### config.mk
export PLATFORM = sky130hd
export DESIGN_NAME = fthc_host
export DESIGN_NICKNAME = d
export VERILOG_FILES = /design/src/verilog/fthc_pkg.sv /design/src/verilog/fthc_stream_if.sv /design/src/verilog/fthc_skid_buf.sv /design/src/verilog/fthc_host.sv
export VERILOG_INCLUDE_DIRS = /design/src /design/src/verilog
export SDC_FILE = /design/constraint.sdc
export NUM_CORES = 1
export LEC_CHECK = 0
export BUFFER_PORTS_ARGS = -buffer_cell sky130_fd_sc_hd__buf_2
export CAP_MARGIN = 20
export CORE_MARGIN = 2
export CORE_UTILIZATION = 55
export DETAILED_ROUTE_END_ITERATION = 10
export HOLD_SLACK_MARGIN = 0.1
export PLACE_DENSITY = 0.74
export RECOVER_POWER = 100
export SYNTH_ARGS = -nofsm -noshare
export SYNTH_HDL_FRONTEND = slang
export SYNTH_SLANG_ARGS = --single-unit
### constraint.sdc
create_clock -name clk -period 3.55 [get_ports clk]
set_input_delay 0.355 -clock clk [delete_from_list [all_inputs] [get_ports clk]]
set_output_delay 0.355 -clock clk [all_outputs]
set_load 0.02 [all_outputs]
### src/verilog/fthc_defines.svh
/*
  timing counts and thresholds for the fall-through buffer host controller.
  assumes a 250 MHz system clock.
*/
`ifndef FTHC_DEFINES_SVH
`define FTHC_DEFINES_SVH
`define FTHC_CLK_PERIOD_NS 4
`define FTHC_CLEAR_WIDTH_NS 45
`define FTHC_CLEAR_TO_PUSH_NS 75
`define FTHC_STROBE_HIGH_NS 27
`define FTHC_STROBE_LOW_NS 25
`define FTHC_FALL_THROUGH_TIME_NS 750
`define FTHC_CYC(ns) (((ns) + `FTHC_CLK_PERIOD_NS - 1) / `FTHC_CLK_PERIOD_NS)
`define FTHC_CNT_W 10
`define FTHC_DEPTH 64
`define FTHC_ALMOST_EMPTY_MAX 8
`define FTHC_ALMOST_FULL_MIN 56
`define FTHC_HALF_MIN 32
`endif

### src/verilog/fthc_pkg.sv
/*
  types shared by the host controller files.
  assumes nothing of its surroundings.
*/
package fthc_pkg;
  typedef logic [4:0] fthc_word_t;
  typedef enum logic [1:0] {FTHC_CLEARING, FTHC_SETTLE, FTHC_RUN} fthc_init_t;
  typedef enum logic [1:0] {FTHC_IDLE, FTHC_HIGH, FTHC_LOW} fthc_strobe_t;
endpackage : fthc_pkg

### src/verilog/fthc_stream_if.sv
/*
  valid/ready word channel between the controller and its skid buffer.
  assumes a single clock.
*/
`timescale 1ns/10ps
interface fthc_stream_if;
  logic valid;
  logic ready;
  fthc_pkg::fthc_word_t data;
  modport src (output valid, output data, input ready);
  modport snk (input valid, input data, output ready);
endinterface : fthc_stream_if

### src/verilog/fthc_skid_buf.sv
/*
  two-entry buffer with valid and ready on both sides.
  assumes the same clock and reset as its user.
*/
`timescale 1ns/10ps
module fthc_skid_buf (
  input wire logic clk,
  input wire logic rstn,
  fthc_stream_if.snk inp,
  fthc_stream_if.src outp
);
  fthc_pkg::fthc_word_t mem_r [2];
  logic rdIdx_r;
  logic wrIdx_r;
  logic [1:0] cnt_r;
  logic doPush;
  logic doPop;

  assign inp.ready = (cnt_r != 2'h2);
  assign outp.valid = (cnt_r != 2'h0);
  assign outp.data = mem_r[rdIdx_r];
  assign doPush = inp.valid && inp.ready;
  assign doPop = outp.valid && outp.ready;

  always_ff @(posedge clk or negedge rstn) begin
    if (!rstn) begin
      mem_r[0] <= 5'h00;
      mem_r[1] <= 5'h00;
    end else if (doPush) begin
      mem_r[wrIdx_r] <= inp.data;
    end
  end

  always_ff @(posedge clk or negedge rstn) begin
    if (!rstn) begin
      wrIdx_r <= 1'b0;
      rdIdx_r <= 1'b0;
      cnt_r <= 2'h0;
    end else begin
      if (doPush) wrIdx_r <= ~wrIdx_r;
      if (doPop) rdIdx_r <= ~rdIdx_r;
      cnt_r <= cnt_r + {1'b0, doPush} - {1'b0, doPop};
    end
  end
endmodule : fthc_skid_buf

### src/verilog/fthc_host.sv
/*
  host controller for an external 64-word asynchronous fall-through buffer:
  drives the clear, push and pop strobes, and streams words in and out.
  assumes the device pins are asynchronous to clk; all device outputs are
  synchronised by two flip-flops before use.
*/
// Function
// pulse clear after reset before use
// push only with space; hold data around edge
// device drops space on accepting push
// device falls words toward output
// device raises space at push fall
// device raises word-available at output
// pop rise drops word-available; data held
// pop fall advances next word
// empty pop leaves outputs invalid
// long low handshake means full/empty
// push without space is ignored
// pop without word-available ignored
// held push loads once space rises
// 64 words of 4 or 5 bits
// outputs change only at pop fall
// almost-empty boundary at 9 words
// almost-full boundary at 55 words
// half-full boundary at 31 words
// AND handshakes of parallel devices
// edge-level flag set/clear by pop/push
// midpoint flag set/clear by push/pop
// clear holds space low until release
// clear forces outputs and word-available low
// clear empties pointers and count
`timescale 1ns/10ps
`include "fthc_defines.svh"
module fthc_host (
  input wire logic clk,
  input wire logic rstn,
  input wire logic wrValid,
  output logic wrReady,
  input wire fthc_pkg::fthc_word_t wrData,
  output logic rdValid,
  input wire logic rdReady,
  output fthc_pkg::fthc_word_t rdData,
  input wire logic clearReq,
  output logic initDone,
  output logic devFull,
  output logic devEmpty,
  output logic [`FTHC_CNT_W-1:0] hostCount,
  output logic clear_n,
  output logic pushStrobe,
  output fthc_pkg::fthc_word_t pushData,
  input wire logic [1:0] spaceAvailIn,
  output logic popStrobe,
  input wire fthc_pkg::fthc_word_t popData,
  input wire logic [1:0] wordAvailIn,
  input wire logic edgeLevelFlagIn,
  input wire logic midpointFlagIn,
  output logic almostEmpty,
  output logic almostFull,
  output logic midpoint
);
  localparam int ClearCyc = `FTHC_CYC(`FTHC_CLEAR_WIDTH_NS);
  localparam int SettleCyc = `FTHC_CYC(`FTHC_CLEAR_TO_PUSH_NS);
  localparam int HighCyc = `FTHC_CYC(`FTHC_STROBE_HIGH_NS);
  localparam int LowCyc = `FTHC_CYC(`FTHC_STROBE_LOW_NS);
  localparam int FtCyc = `FTHC_CYC(`FTHC_FALL_THROUGH_TIME_NS);

  // each pin is synchronised on its own; ANDing raw pins first would pass a glitch into the flops
  logic [5:0] sync1_r;
  logic [5:0] sync2_r;
  fthc_pkg::fthc_word_t dSync1_r;
  fthc_pkg::fthc_word_t dSync2_r;
  always_ff @(posedge clk or negedge rstn) begin
    if (!rstn) begin
      sync1_r <= 6'h00;
      sync2_r <= 6'h00;
      dSync1_r <= 5'h00;
      dSync2_r <= 5'h00;
    end else begin
      sync1_r <= {midpointFlagIn, edgeLevelFlagIn, wordAvailIn, spaceAvailIn};
      sync2_r <= sync1_r;
      dSync1_r <= popData;
      dSync2_r <= dSync1_r;
    end
  end
  logic spaceS;
  logic wordS;
  // two parallel devices widen the word; their handshakes are ANDed
  assign spaceS = &sync2_r[1:0];
  assign wordS = &sync2_r[3:2];
  assign almostEmpty = sync2_r[4] && (hostCount <= `FTHC_CNT_W'(`FTHC_ALMOST_EMPTY_MAX));
  assign almostFull = sync2_r[4] && (hostCount >= `FTHC_CNT_W'(`FTHC_ALMOST_FULL_MIN));
  assign midpoint = sync2_r[5];

  // init sequencer: clear pulse, then settle before first push
  fthc_pkg::fthc_init_t init_r;
  logic [`FTHC_CNT_W-1:0] initCnt_r;
  always_ff @(posedge clk or negedge rstn) begin
    if (!rstn) begin
      init_r <= fthc_pkg::FTHC_CLEARING;
      initCnt_r <= '0;
    end else begin
      case (init_r)
        fthc_pkg::FTHC_CLEARING: begin
          if (initCnt_r == `FTHC_CNT_W'(ClearCyc - 1)) begin
            init_r <= fthc_pkg::FTHC_SETTLE;
            initCnt_r <= '0;
          end else begin
            initCnt_r <= initCnt_r + 1'b1;
          end
        end
        fthc_pkg::FTHC_SETTLE: begin
          if (initCnt_r == `FTHC_CNT_W'(SettleCyc - 1)) begin
            init_r <= fthc_pkg::FTHC_RUN;
            initCnt_r <= '0;
          end else begin
            initCnt_r <= initCnt_r + 1'b1;
          end
        end
        fthc_pkg::FTHC_RUN: begin
          if (clearReq && !pushStrobe && !popStrobe) begin
            init_r <= fthc_pkg::FTHC_CLEARING;
          end
        end
        default: init_r <= fthc_pkg::FTHC_CLEARING;
      endcase
    end
  end
  assign clear_n = (init_r != fthc_pkg::FTHC_CLEARING);
  assign initDone = (init_r == fthc_pkg::FTHC_RUN);

  // push side: data goes onto the pins on the same clock edge as the rise and stays until after the fall
  fthc_pkg::fthc_strobe_t push_r;
  logic [`FTHC_CNT_W-1:0] pushCnt_r;
  logic pushSeenLow_r;
  assign wrReady = initDone && (push_r == fthc_pkg::FTHC_IDLE) && spaceS && !clearReq;
  always_ff @(posedge clk or negedge rstn) begin
    if (!rstn) begin
      push_r <= fthc_pkg::FTHC_IDLE;
      pushCnt_r <= '0;
      pushStrobe <= 1'b0;
      pushData <= 5'h00;
      pushSeenLow_r <= 1'b0;
    end else begin
      case (push_r)
        fthc_pkg::FTHC_IDLE: begin
          if (wrValid && wrReady) begin
            pushData <= wrData;
            pushStrobe <= 1'b1;
            push_r <= fthc_pkg::FTHC_HIGH;
            pushCnt_r <= '0;
            pushSeenLow_r <= 1'b0;
          end
        end
        fthc_pkg::FTHC_HIGH: begin
          // space must drop to confirm acceptance before the strobe falls
          if (!spaceS) pushSeenLow_r <= 1'b1;
          if (pushCnt_r >= `FTHC_CNT_W'(HighCyc - 1) && (pushSeenLow_r || !spaceS)) begin
            pushStrobe <= 1'b0;
            push_r <= fthc_pkg::FTHC_LOW;
            pushCnt_r <= '0;
          end else begin
            pushCnt_r <= pushCnt_r + 1'b1;
          end
        end
        fthc_pkg::FTHC_LOW: begin
          if (pushCnt_r >= `FTHC_CNT_W'(LowCyc + 2)) begin
            push_r <= fthc_pkg::FTHC_IDLE;
          end else begin
            pushCnt_r <= pushCnt_r + 1'b1;
          end
        end
        default: push_r <= fthc_pkg::FTHC_IDLE;
      endcase
    end
  end

  // pop side feeds the two-entry buffer through popWord_r; pops only when popWord_r is empty
  fthc_stream_if popStream ();
  fthc_stream_if outStream ();
  fthc_pkg::fthc_strobe_t pop_r;
  logic [`FTHC_CNT_W-1:0] popCnt_r;
  fthc_pkg::fthc_word_t popWord_r;
  logic popHave_r;
  always_ff @(posedge clk or negedge rstn) begin
    if (!rstn) begin
      pop_r <= fthc_pkg::FTHC_IDLE;
      popCnt_r <= '0;
      popStrobe <= 1'b0;
      popWord_r <= 5'h00;
      popHave_r <= 1'b0;
    end else begin
      if (popHave_r && popStream.ready) popHave_r <= 1'b0;
      case (pop_r)
        fthc_pkg::FTHC_IDLE: begin
          // word-available low: no pop is issued at all
          if (initDone && wordS && !popHave_r && !clearReq) begin
            popWord_r <= dSync2_r;
            popStrobe <= 1'b1;
            pop_r <= fthc_pkg::FTHC_HIGH;
            popCnt_r <= '0;
          end
        end
        fthc_pkg::FTHC_HIGH: begin
          if (popCnt_r >= `FTHC_CNT_W'(HighCyc - 1) && !wordS) begin
            popStrobe <= 1'b0;
            popHave_r <= 1'b1;
            pop_r <= fthc_pkg::FTHC_LOW;
            popCnt_r <= '0;
          end else begin
            popCnt_r <= popCnt_r + 1'b1;
          end
        end
        fthc_pkg::FTHC_LOW: begin
          // wait out sync delay so a stale word-available is not reused
          if (popCnt_r >= `FTHC_CNT_W'(LowCyc + 2)) begin
            pop_r <= fthc_pkg::FTHC_IDLE;
          end else begin
            popCnt_r <= popCnt_r + 1'b1;
          end
        end
        default: pop_r <= fthc_pkg::FTHC_IDLE;
      endcase
    end
  end
  assign popStream.valid = popHave_r;
  assign popStream.data = popWord_r;

  fthc_skid_buf u_buf (
    .clk(clk),
    .rstn(rstn),
    .inp(popStream.snk),
    .outp(outStream.src)
  );
  assign rdValid = outStream.valid;
  assign rdData = outStream.data;
  assign outStream.ready = rdReady;

  // occupancy tracking and full/empty from long-low handshakes
  logic pushDone;
  logic popDone;
  assign pushDone = (push_r == fthc_pkg::FTHC_HIGH) && (pushCnt_r >= `FTHC_CNT_W'(HighCyc - 1))
                    && (pushSeenLow_r || !spaceS);
  assign popDone = (pop_r == fthc_pkg::FTHC_HIGH) && (popCnt_r >= `FTHC_CNT_W'(HighCyc - 1)) && !wordS;
  always_ff @(posedge clk or negedge rstn) begin
    if (!rstn) begin
      hostCount <= '0;
    end else if (!clear_n) begin
      hostCount <= '0;
    end else if (hostCount <= `FTHC_CNT_W'(`FTHC_DEPTH)) begin
      hostCount <= hostCount + {{(`FTHC_CNT_W-1){1'b0}}, pushDone} - {{(`FTHC_CNT_W-1){1'b0}}, popDone};
    end
  end

  logic [`FTHC_CNT_W-1:0] spLow_r;
  logic [`FTHC_CNT_W-1:0] wdLow_r;
  always_ff @(posedge clk or negedge rstn) begin
    if (!rstn) begin
      spLow_r <= '0;
      wdLow_r <= '0;
      devFull <= 1'b0;
      devEmpty <= 1'b1;
    end else begin
      spLow_r <= (spaceS || !clear_n) ? '0 : ((spLow_r == `FTHC_CNT_W'(FtCyc)) ? spLow_r : spLow_r + 1'b1);
      wdLow_r <= wordS ? '0 : ((wdLow_r == `FTHC_CNT_W'(FtCyc)) ? wdLow_r : wdLow_r + 1'b1);
      devFull <= (spLow_r == `FTHC_CNT_W'(FtCyc)) && !spaceS;
      devEmpty <= (wdLow_r == `FTHC_CNT_W'(FtCyc)) && !wordS;
    end
  end
endmodule : fthc_host

# Word level (Yosys, flattened, before mapping)
# Index checks and enable logic that the tools add are counted.
[word_totals]
reg_bits = 118
latch_bits = 0
ramBits = 0
mem_bits_ro = 0
input_bits = 21
out_inout_bits = 31
word_cells = 175
n_memories = 0
[op_classes]
addsub = 9
mul = 0
n_div = 0
magnitude_cmp = 10
n_eq_ne = 26
n_shift = 0
mux = 47
n_bitwise = 4
n_reduce_logical = 53
[ops]
columns = ["op", "n"]
rows = [
  ["10-bit two-way mux", 14],
  ["10-bit case mux with 3 select lines", 2],
  ["10-bit by 1-bit adder with 10-bit output (second input constant)", 5],
  ["2-bit inequality test (second input constant)", 13],
  ["3-bit AND reduction", 8],
  ["1-bit logical AND", 22],
  ["10-bit by 8-bit equality test with 1-bit output (second input constant)", 2],
  ["10-bit by 3-bit >= comparator with 1-bit output (second input constant)", 2],
  ["10-bit by 4-bit >= comparator with 1-bit output (second input constant)", 2],
  ["5-bit two-way mux", 4],
  ["10-bit case mux with 2 select lines", 1],
  ["2-bit two-way mux", 9],
  ["2-bit case mux with 3 select lines", 3],
  ["10-bit by 1-bit adder with 10-bit output", 1],
  ["10-bit bitwise mux", 1],
  ["10-bit by 4-bit equality test with 1-bit output (second input constant)", 1],
  ["10-bit by 5-bit equality test with 1-bit output (second input constant)", 1],
  ["10-bit by 6-bit >= comparator with 1-bit output (second input constant)", 1],
  ["10-bit by 4-bit <= comparator with 1-bit output (second input constant)", 1],
  ["10-bit by 7-bit <= comparator with 1-bit output (second input constant)", 1],
  ["2-bit nonzero test", 5],
  ["10-bit by 1-bit subtractor with 10-bit output", 1],
  ["1-bit two-way mux", 9],
  ["2-bit AND reduction", 4],
  ["15 further kinds", 36],
]

# Logic depth before layout (Yosys ltp)
[depth]
word_depth = 8
depth_mapped = 15

# Hierarchy
# A second synthesis with hierarchy kept.
[unflattened]
cells_unflattened = 604
hier_area_um2 = 6234.7
[by_module_without_submodules]
columns = ["module", "instances", "cells_each", "area_per_inst_um2", "seq_area_each_um2"]
rows = [
  ["fthc_host", 1, 554, 5567.8, 2603.7],
  ["fthc_skid_buf", 1, 50, 666.9, 350.3],
]

# Worst setup path after synthesis
# No wires, ideal clock.
[synth_path]
path_kind = "reg2reg"
from = "register popCnt_r[7]"
to = "register hostCount[4]"
setup_ns = 0.099
arrival_ns = 3.029
setup_slack_ns = 0.421
path_stages_with_launch = 12
period_less_slack_ns = 3.129
path_cell_list = "dfrtp_1 nor4_1 a41oi_1 and2_1 ha_1 inv_1 ha_1 fa_1 nor2b_1 o21a_1 or3_1 a311oi_1"
[synth_between]
elab_chain_len = 6
[synth_lines]
columns = ["element", "line", "rtl"]
rows = [
  ["start, declared", "fthc_host.sv:181", "logic [`FTHC_CNT_W-1:0] popCnt_r;"],
  ["start signal, assigned", "fthc_host.sv:210", "popCnt_r <= popCnt_r + 1'b1;"],
  ["start signal, assigned", "fthc_host.sv:218", "popCnt_r <= popCnt_r + 1'b1;"],
  ["10-bit by 3-bit >= comparator with 1-bit output", "fthc_host.sv:243", "assign popDone = (pop_r == fthc_pkg::FTHC_HIGH) && (popCnt_r >= `FTHC_CNT_W'(HighCyc - 1)) && !wordS;"],
  ["1-bit logical AND (2 in a row)", "fthc_host.sv:243", ""],
  ["10-bit by 1-bit subtractor with 10-bit output", "fthc_host.sv:250", "hostCount <= hostCount + {{(`FTHC_CNT_W-1){1'b0}}, pushDone} - {{(`FTHC_CNT_W-1){1'b0}}, popDone};"],
  ["10-bit two-way mux", "fthc_host.sv:249", "end else if (hostCount <= `FTHC_CNT_W'(`FTHC_DEPTH)) begin"],
  ["10-bit two-way mux", "fthc_host.sv:247", "end else if (!clear_n) begin"],
  ["end signal, assigned", "fthc_host.sv:250", ""],
  ["end, declared", "fthc_host.sv:47", "output logic [`FTHC_CNT_W-1:0] hostCount,"],
]
# Every way passes these cells. The select of a mux whose other input is x is not followed.
# A chain may end at the register's enable or synchronous reset.

# Final worst setup path
[layout_path]
from = "register popCnt_r[0]"
to = "register hostCount[4]"
# Same word-level chain as after synthesis.

==> results.md <==
- Most frequent cells in the layout: dfrtp_1 (116), nor2_1 (47), ha_1 (45), inv_1 (43), nand2_1 (38)
- Failing checks: max-capacitance violations, max-slew violations
- CP Depth: 13
- # port buffers: 51
- DRT Pass-1 Iters: 6
- Most common cell after layout, fill and taps aside: dfrtp_1
- Crit start category: flip-flop
- DIE AREA: 12000 um^2
- Reg2reg start: popCnt_r[0]
- CP endpoint kind: flip-flop
- Slew of the pin with the lowest slew margin: 1.70 ns
- Crit path launch: popCnt_r[0]
- Family with the most delay on the worst path: adder cells
- Clock sink count: about 120
- Placed Cells incl. Taps: 767
- Worst R2R Setup Slack: 0.22 ns
- Share of cells above drive strength 1: 12.7%
- Worst-skew pair later-pin latency: 0.53 ns
- Final Slew Violations: 80
- CTS tree: done
- Final min period: 3.33 ns
- Worst rel slew slack: -13.4%
- Clk root buf: clkbuf_8
- 1st-iter DRT viols: 290
- CP max stage cell: dfrtp_2
- Initial antenna violation count: 0
- Synth Cell Area: 6120 um^2
- Design Area, Final: 7200 um^2
- CP arrival: between 3 and 4 ns
- Final cycle utilization of the critical path: a little over nine tenths
- Syn Area/Cell: 10.4 um^2
- GPL Wtd Cong: 0.873
- Setup Skew: between 0.006 and 0.007 ns
- Lkg Pwr: 3.29 nW
- GR Overflow Total: 0
- CTS Buffer Depth: 2
- Post-place instance area: 6530 um^2
- Pre-CTS setup slack: 0.201 ns
- Async set or reset register ratio after synthesis: 100%
- Fin cells: between 800 and 900
- Cells after Synth: slightly below 600
- Core footprint: 10800 um^2
- Nets: 730
- Worst hold slack: around 0.13 ns
- Top cell by count, worst path: ha_1
- Pin count of the biggest net entering global routing: 71
- Area delta synth->final: 17.7%
- Wire per inst: around 15 um
- Seq/Total Area, Yosys: about half
- Site row count: 38
- Worst R2R Path Depth: 13
- Fillers: 821
- WP data required: 3.98 ns
- Status: finished, violations left
- Final setup margin: 0.215 ns
- Delay of the slowest critical-path stage: 0.42 ns
- RSZ-0062 raised after global routing: false
- Clock-pin slew on the worst setup and hold paths: 0.06 ns
- Max Clk Rate: 0.300 GHz
- Initial Util: 56.5%
- Io pins: 52
- Global Route Usage Sum: 22.8%
- Die X: 109 um
- Ys Warns: 0
- Synth Register Bits: 118
- Maximum vdd drop: 453 uV
- Sum Neg Setup Slack: 0 ns
- Crit Path Max Fanout: 8
- Top_reg_cell synth: dfrtp_1
- First-pass GRT wire length: 21200 um
- Ant diodes: 0
- CP Cell Sequence: inv_1 -> ha_1 -> o21ai_0 -> a41oi_1 -> and2_0 -> ha_1 -> inv_1 -> ha_1 -> fa_1 -> nor2b_1 -> o21a_1 -> or3_1 -> a311oi_1
- Antenna Nets Post-Route: 0
- Crit path capture: hostCount[4]
- Vias per cell: 5.64
- Hold Path Class: in2reg
- Max cap viols: 2
- DR vias: 4601
- Post-CTS Setup Bufs: 0
- CP Class: reg2reg
- Final hold violations: 0
- Syn Nets: 654
- Fin util: about two thirds
- Buf/Inv on CP: 2
- CTS Buf Count: 17
- Total power: 4.71 mW
- Vias in the first global route: 4618
- Dpl hpwl: 8340 um
- H-tree depth: 4
- EDFF count, synth: 0
- DIE HEIGHT: 109 um
- Worst reg2reg endpoint: hostCount[4]
- PD cells: between 600 and 700 nW/um^2
- Number of remaining DRC errors: 0
- Yosys cell types: 70
- # setup viols final: 0
- Final wirelength: around 13000 um
==> per-layer routing <==
| layer | track usage (%) | vias to the layer above | wire, um |
|---|---|---|---|
| met5 | 0 | - | 0 |
| met4 | 7.96 | 0 | 155 |
| met3 | 6.70 | 15 | 418 |
| met2 | 37.1 | 81 | 6140 |
| met1 | 29.1 | 2257 | 5880 |
| li1 | - | 2248 | - |
==> worst min-delay path by stage <==
stage | startpoint | end | slack, ns | cells past startpoint
2_1_floorplan | rstn | dSync1_r[0] | 0.06 | 0
3_3_place_gp | sync1_r[4] | sync2_r[4] | 0.33 | 0
3_5_place_dp | dSync1_r[0] | dSync2_r[0] | 0.34 | 0
4_1_cts | clearReq | init_r[1] | 0.10 | 4
5_1_grt | clearReq | init_r[1] | 0.13 | 4
6_report | clearReq | init_r[1] | 0.13 | 4
==> power breakdown <==
part           leakage, nW  switching [mW]  internal [mW]
Sequential            1.55           0.209           1.52
Clock                0.272           0.613           1.07
Combinational         1.47           0.761          0.533
==> synth_stat cells, types with 3 or more instances <==
cell | number | area, um^2
a211oi_1 | 4 | 30.0
nor4bb_1 | 4 | 40.0
o21ai_0 | 27 | 135
inv_1 | 43 | 161
dfrtp_1 | 117 | 2930
clkbuf_1 | 7 | 26.3
nand4_1 | 10 | 62.6
a31oi_1 | 8 | 50.1
xnor2_1 | 15 | 131
o311ai_0 | 3 | 26.3
or2_2 | 3 | 18.8
nand2b_1 | 7 | 43.8
xor2_1 | 10 | 87.6
o311ai_1 | 3 | 26.3
and2_1 | 5 | 31.3
mux2_2 | 25 | 282
o31ai_1 | 7 | 52.6
a22o_1 | 8 | 70.1
ha_1 | 45 | 563
or3_1 | 3 | 18.8
nor2b_1 | 6 | 37.5
buf_2 | 5 | 25.0
nor3_1 | 10 | 50.1
o21bai_1 | 3 | 22.5
a21o_1 | 5 | 37.5
nor2_1 | 47 | 176
nand3_1 | 24 | 120
o2bb2ai_1 | 3 | 26.3
nand2_1 | 38 | 143
and3_1 | 13 | 81.3
a21oi_1 | 28 | 140
==> repair_timing <==
item,in CTS,in global routing
resized for setup,0,1
endpoints found under the hold margin,64,0
hold buffers,17,0
endpoints found under the setup margin,0,2
==> registers in the layout, summed over array words and instances (netlist names), 2 cells and up <==
| signal | flops |
|---|---|
| dSync1_r | 5 |
| dSync2_r | 5 |
| hostCount | 10 |
| initCnt_r | 10 |
| init_r | 2 |
| popCnt_r | 10 |
| popStream.data | 5 |
| pop_r | 2 |
| pushCnt_r | 10 |
| pushData | 5 |
| push_r | 2 |
| spLow_r | 10 |
| sync1_r | 6 |
| sync2_r | 6 |
| u_buf.cnt_r | 2 |
| u_buf.mem_r | 10 |
| wdLow_r | 10 |
==> logic make-up after synthesis <==
logic type	count (synthesis)	share of synthesized area [%]
and+or+nand+nor	189	16.3
buffers and inverters	57	3.60
AOI/OAI and AO/OA	125	13.8
adders and majority gates	46	9.53
xor gates and xnor gates	25	3.58
DFF	118	48.3
muxes	27	4.93
==> final cells by class <==
cell class / count / area (um^2) / area share [%]
sequential: 118 / 2960 / 41.0
multi-input combinational: 412 / 2930 / 40.7
clock buffer: 20 / 425 / 5.90
timing repair buffer: 70 / 400 / 5.56
tap: 140 / 175 / 2.43
inverter: 44 / 165 / 2.29
clock inverter: 12 / 153 / 2.12
==> worst register-to-register path: cells and delay by family, from the launching register on <==
kind            cells  cell delay (ns)
compound gates      4             0.90
flops               1             0.42
buf+inv             2             0.13
simple gates        3             0.71
fa+ha+maj           4             1.08
No activity file was read; power rests on OpenSTA's default activity.
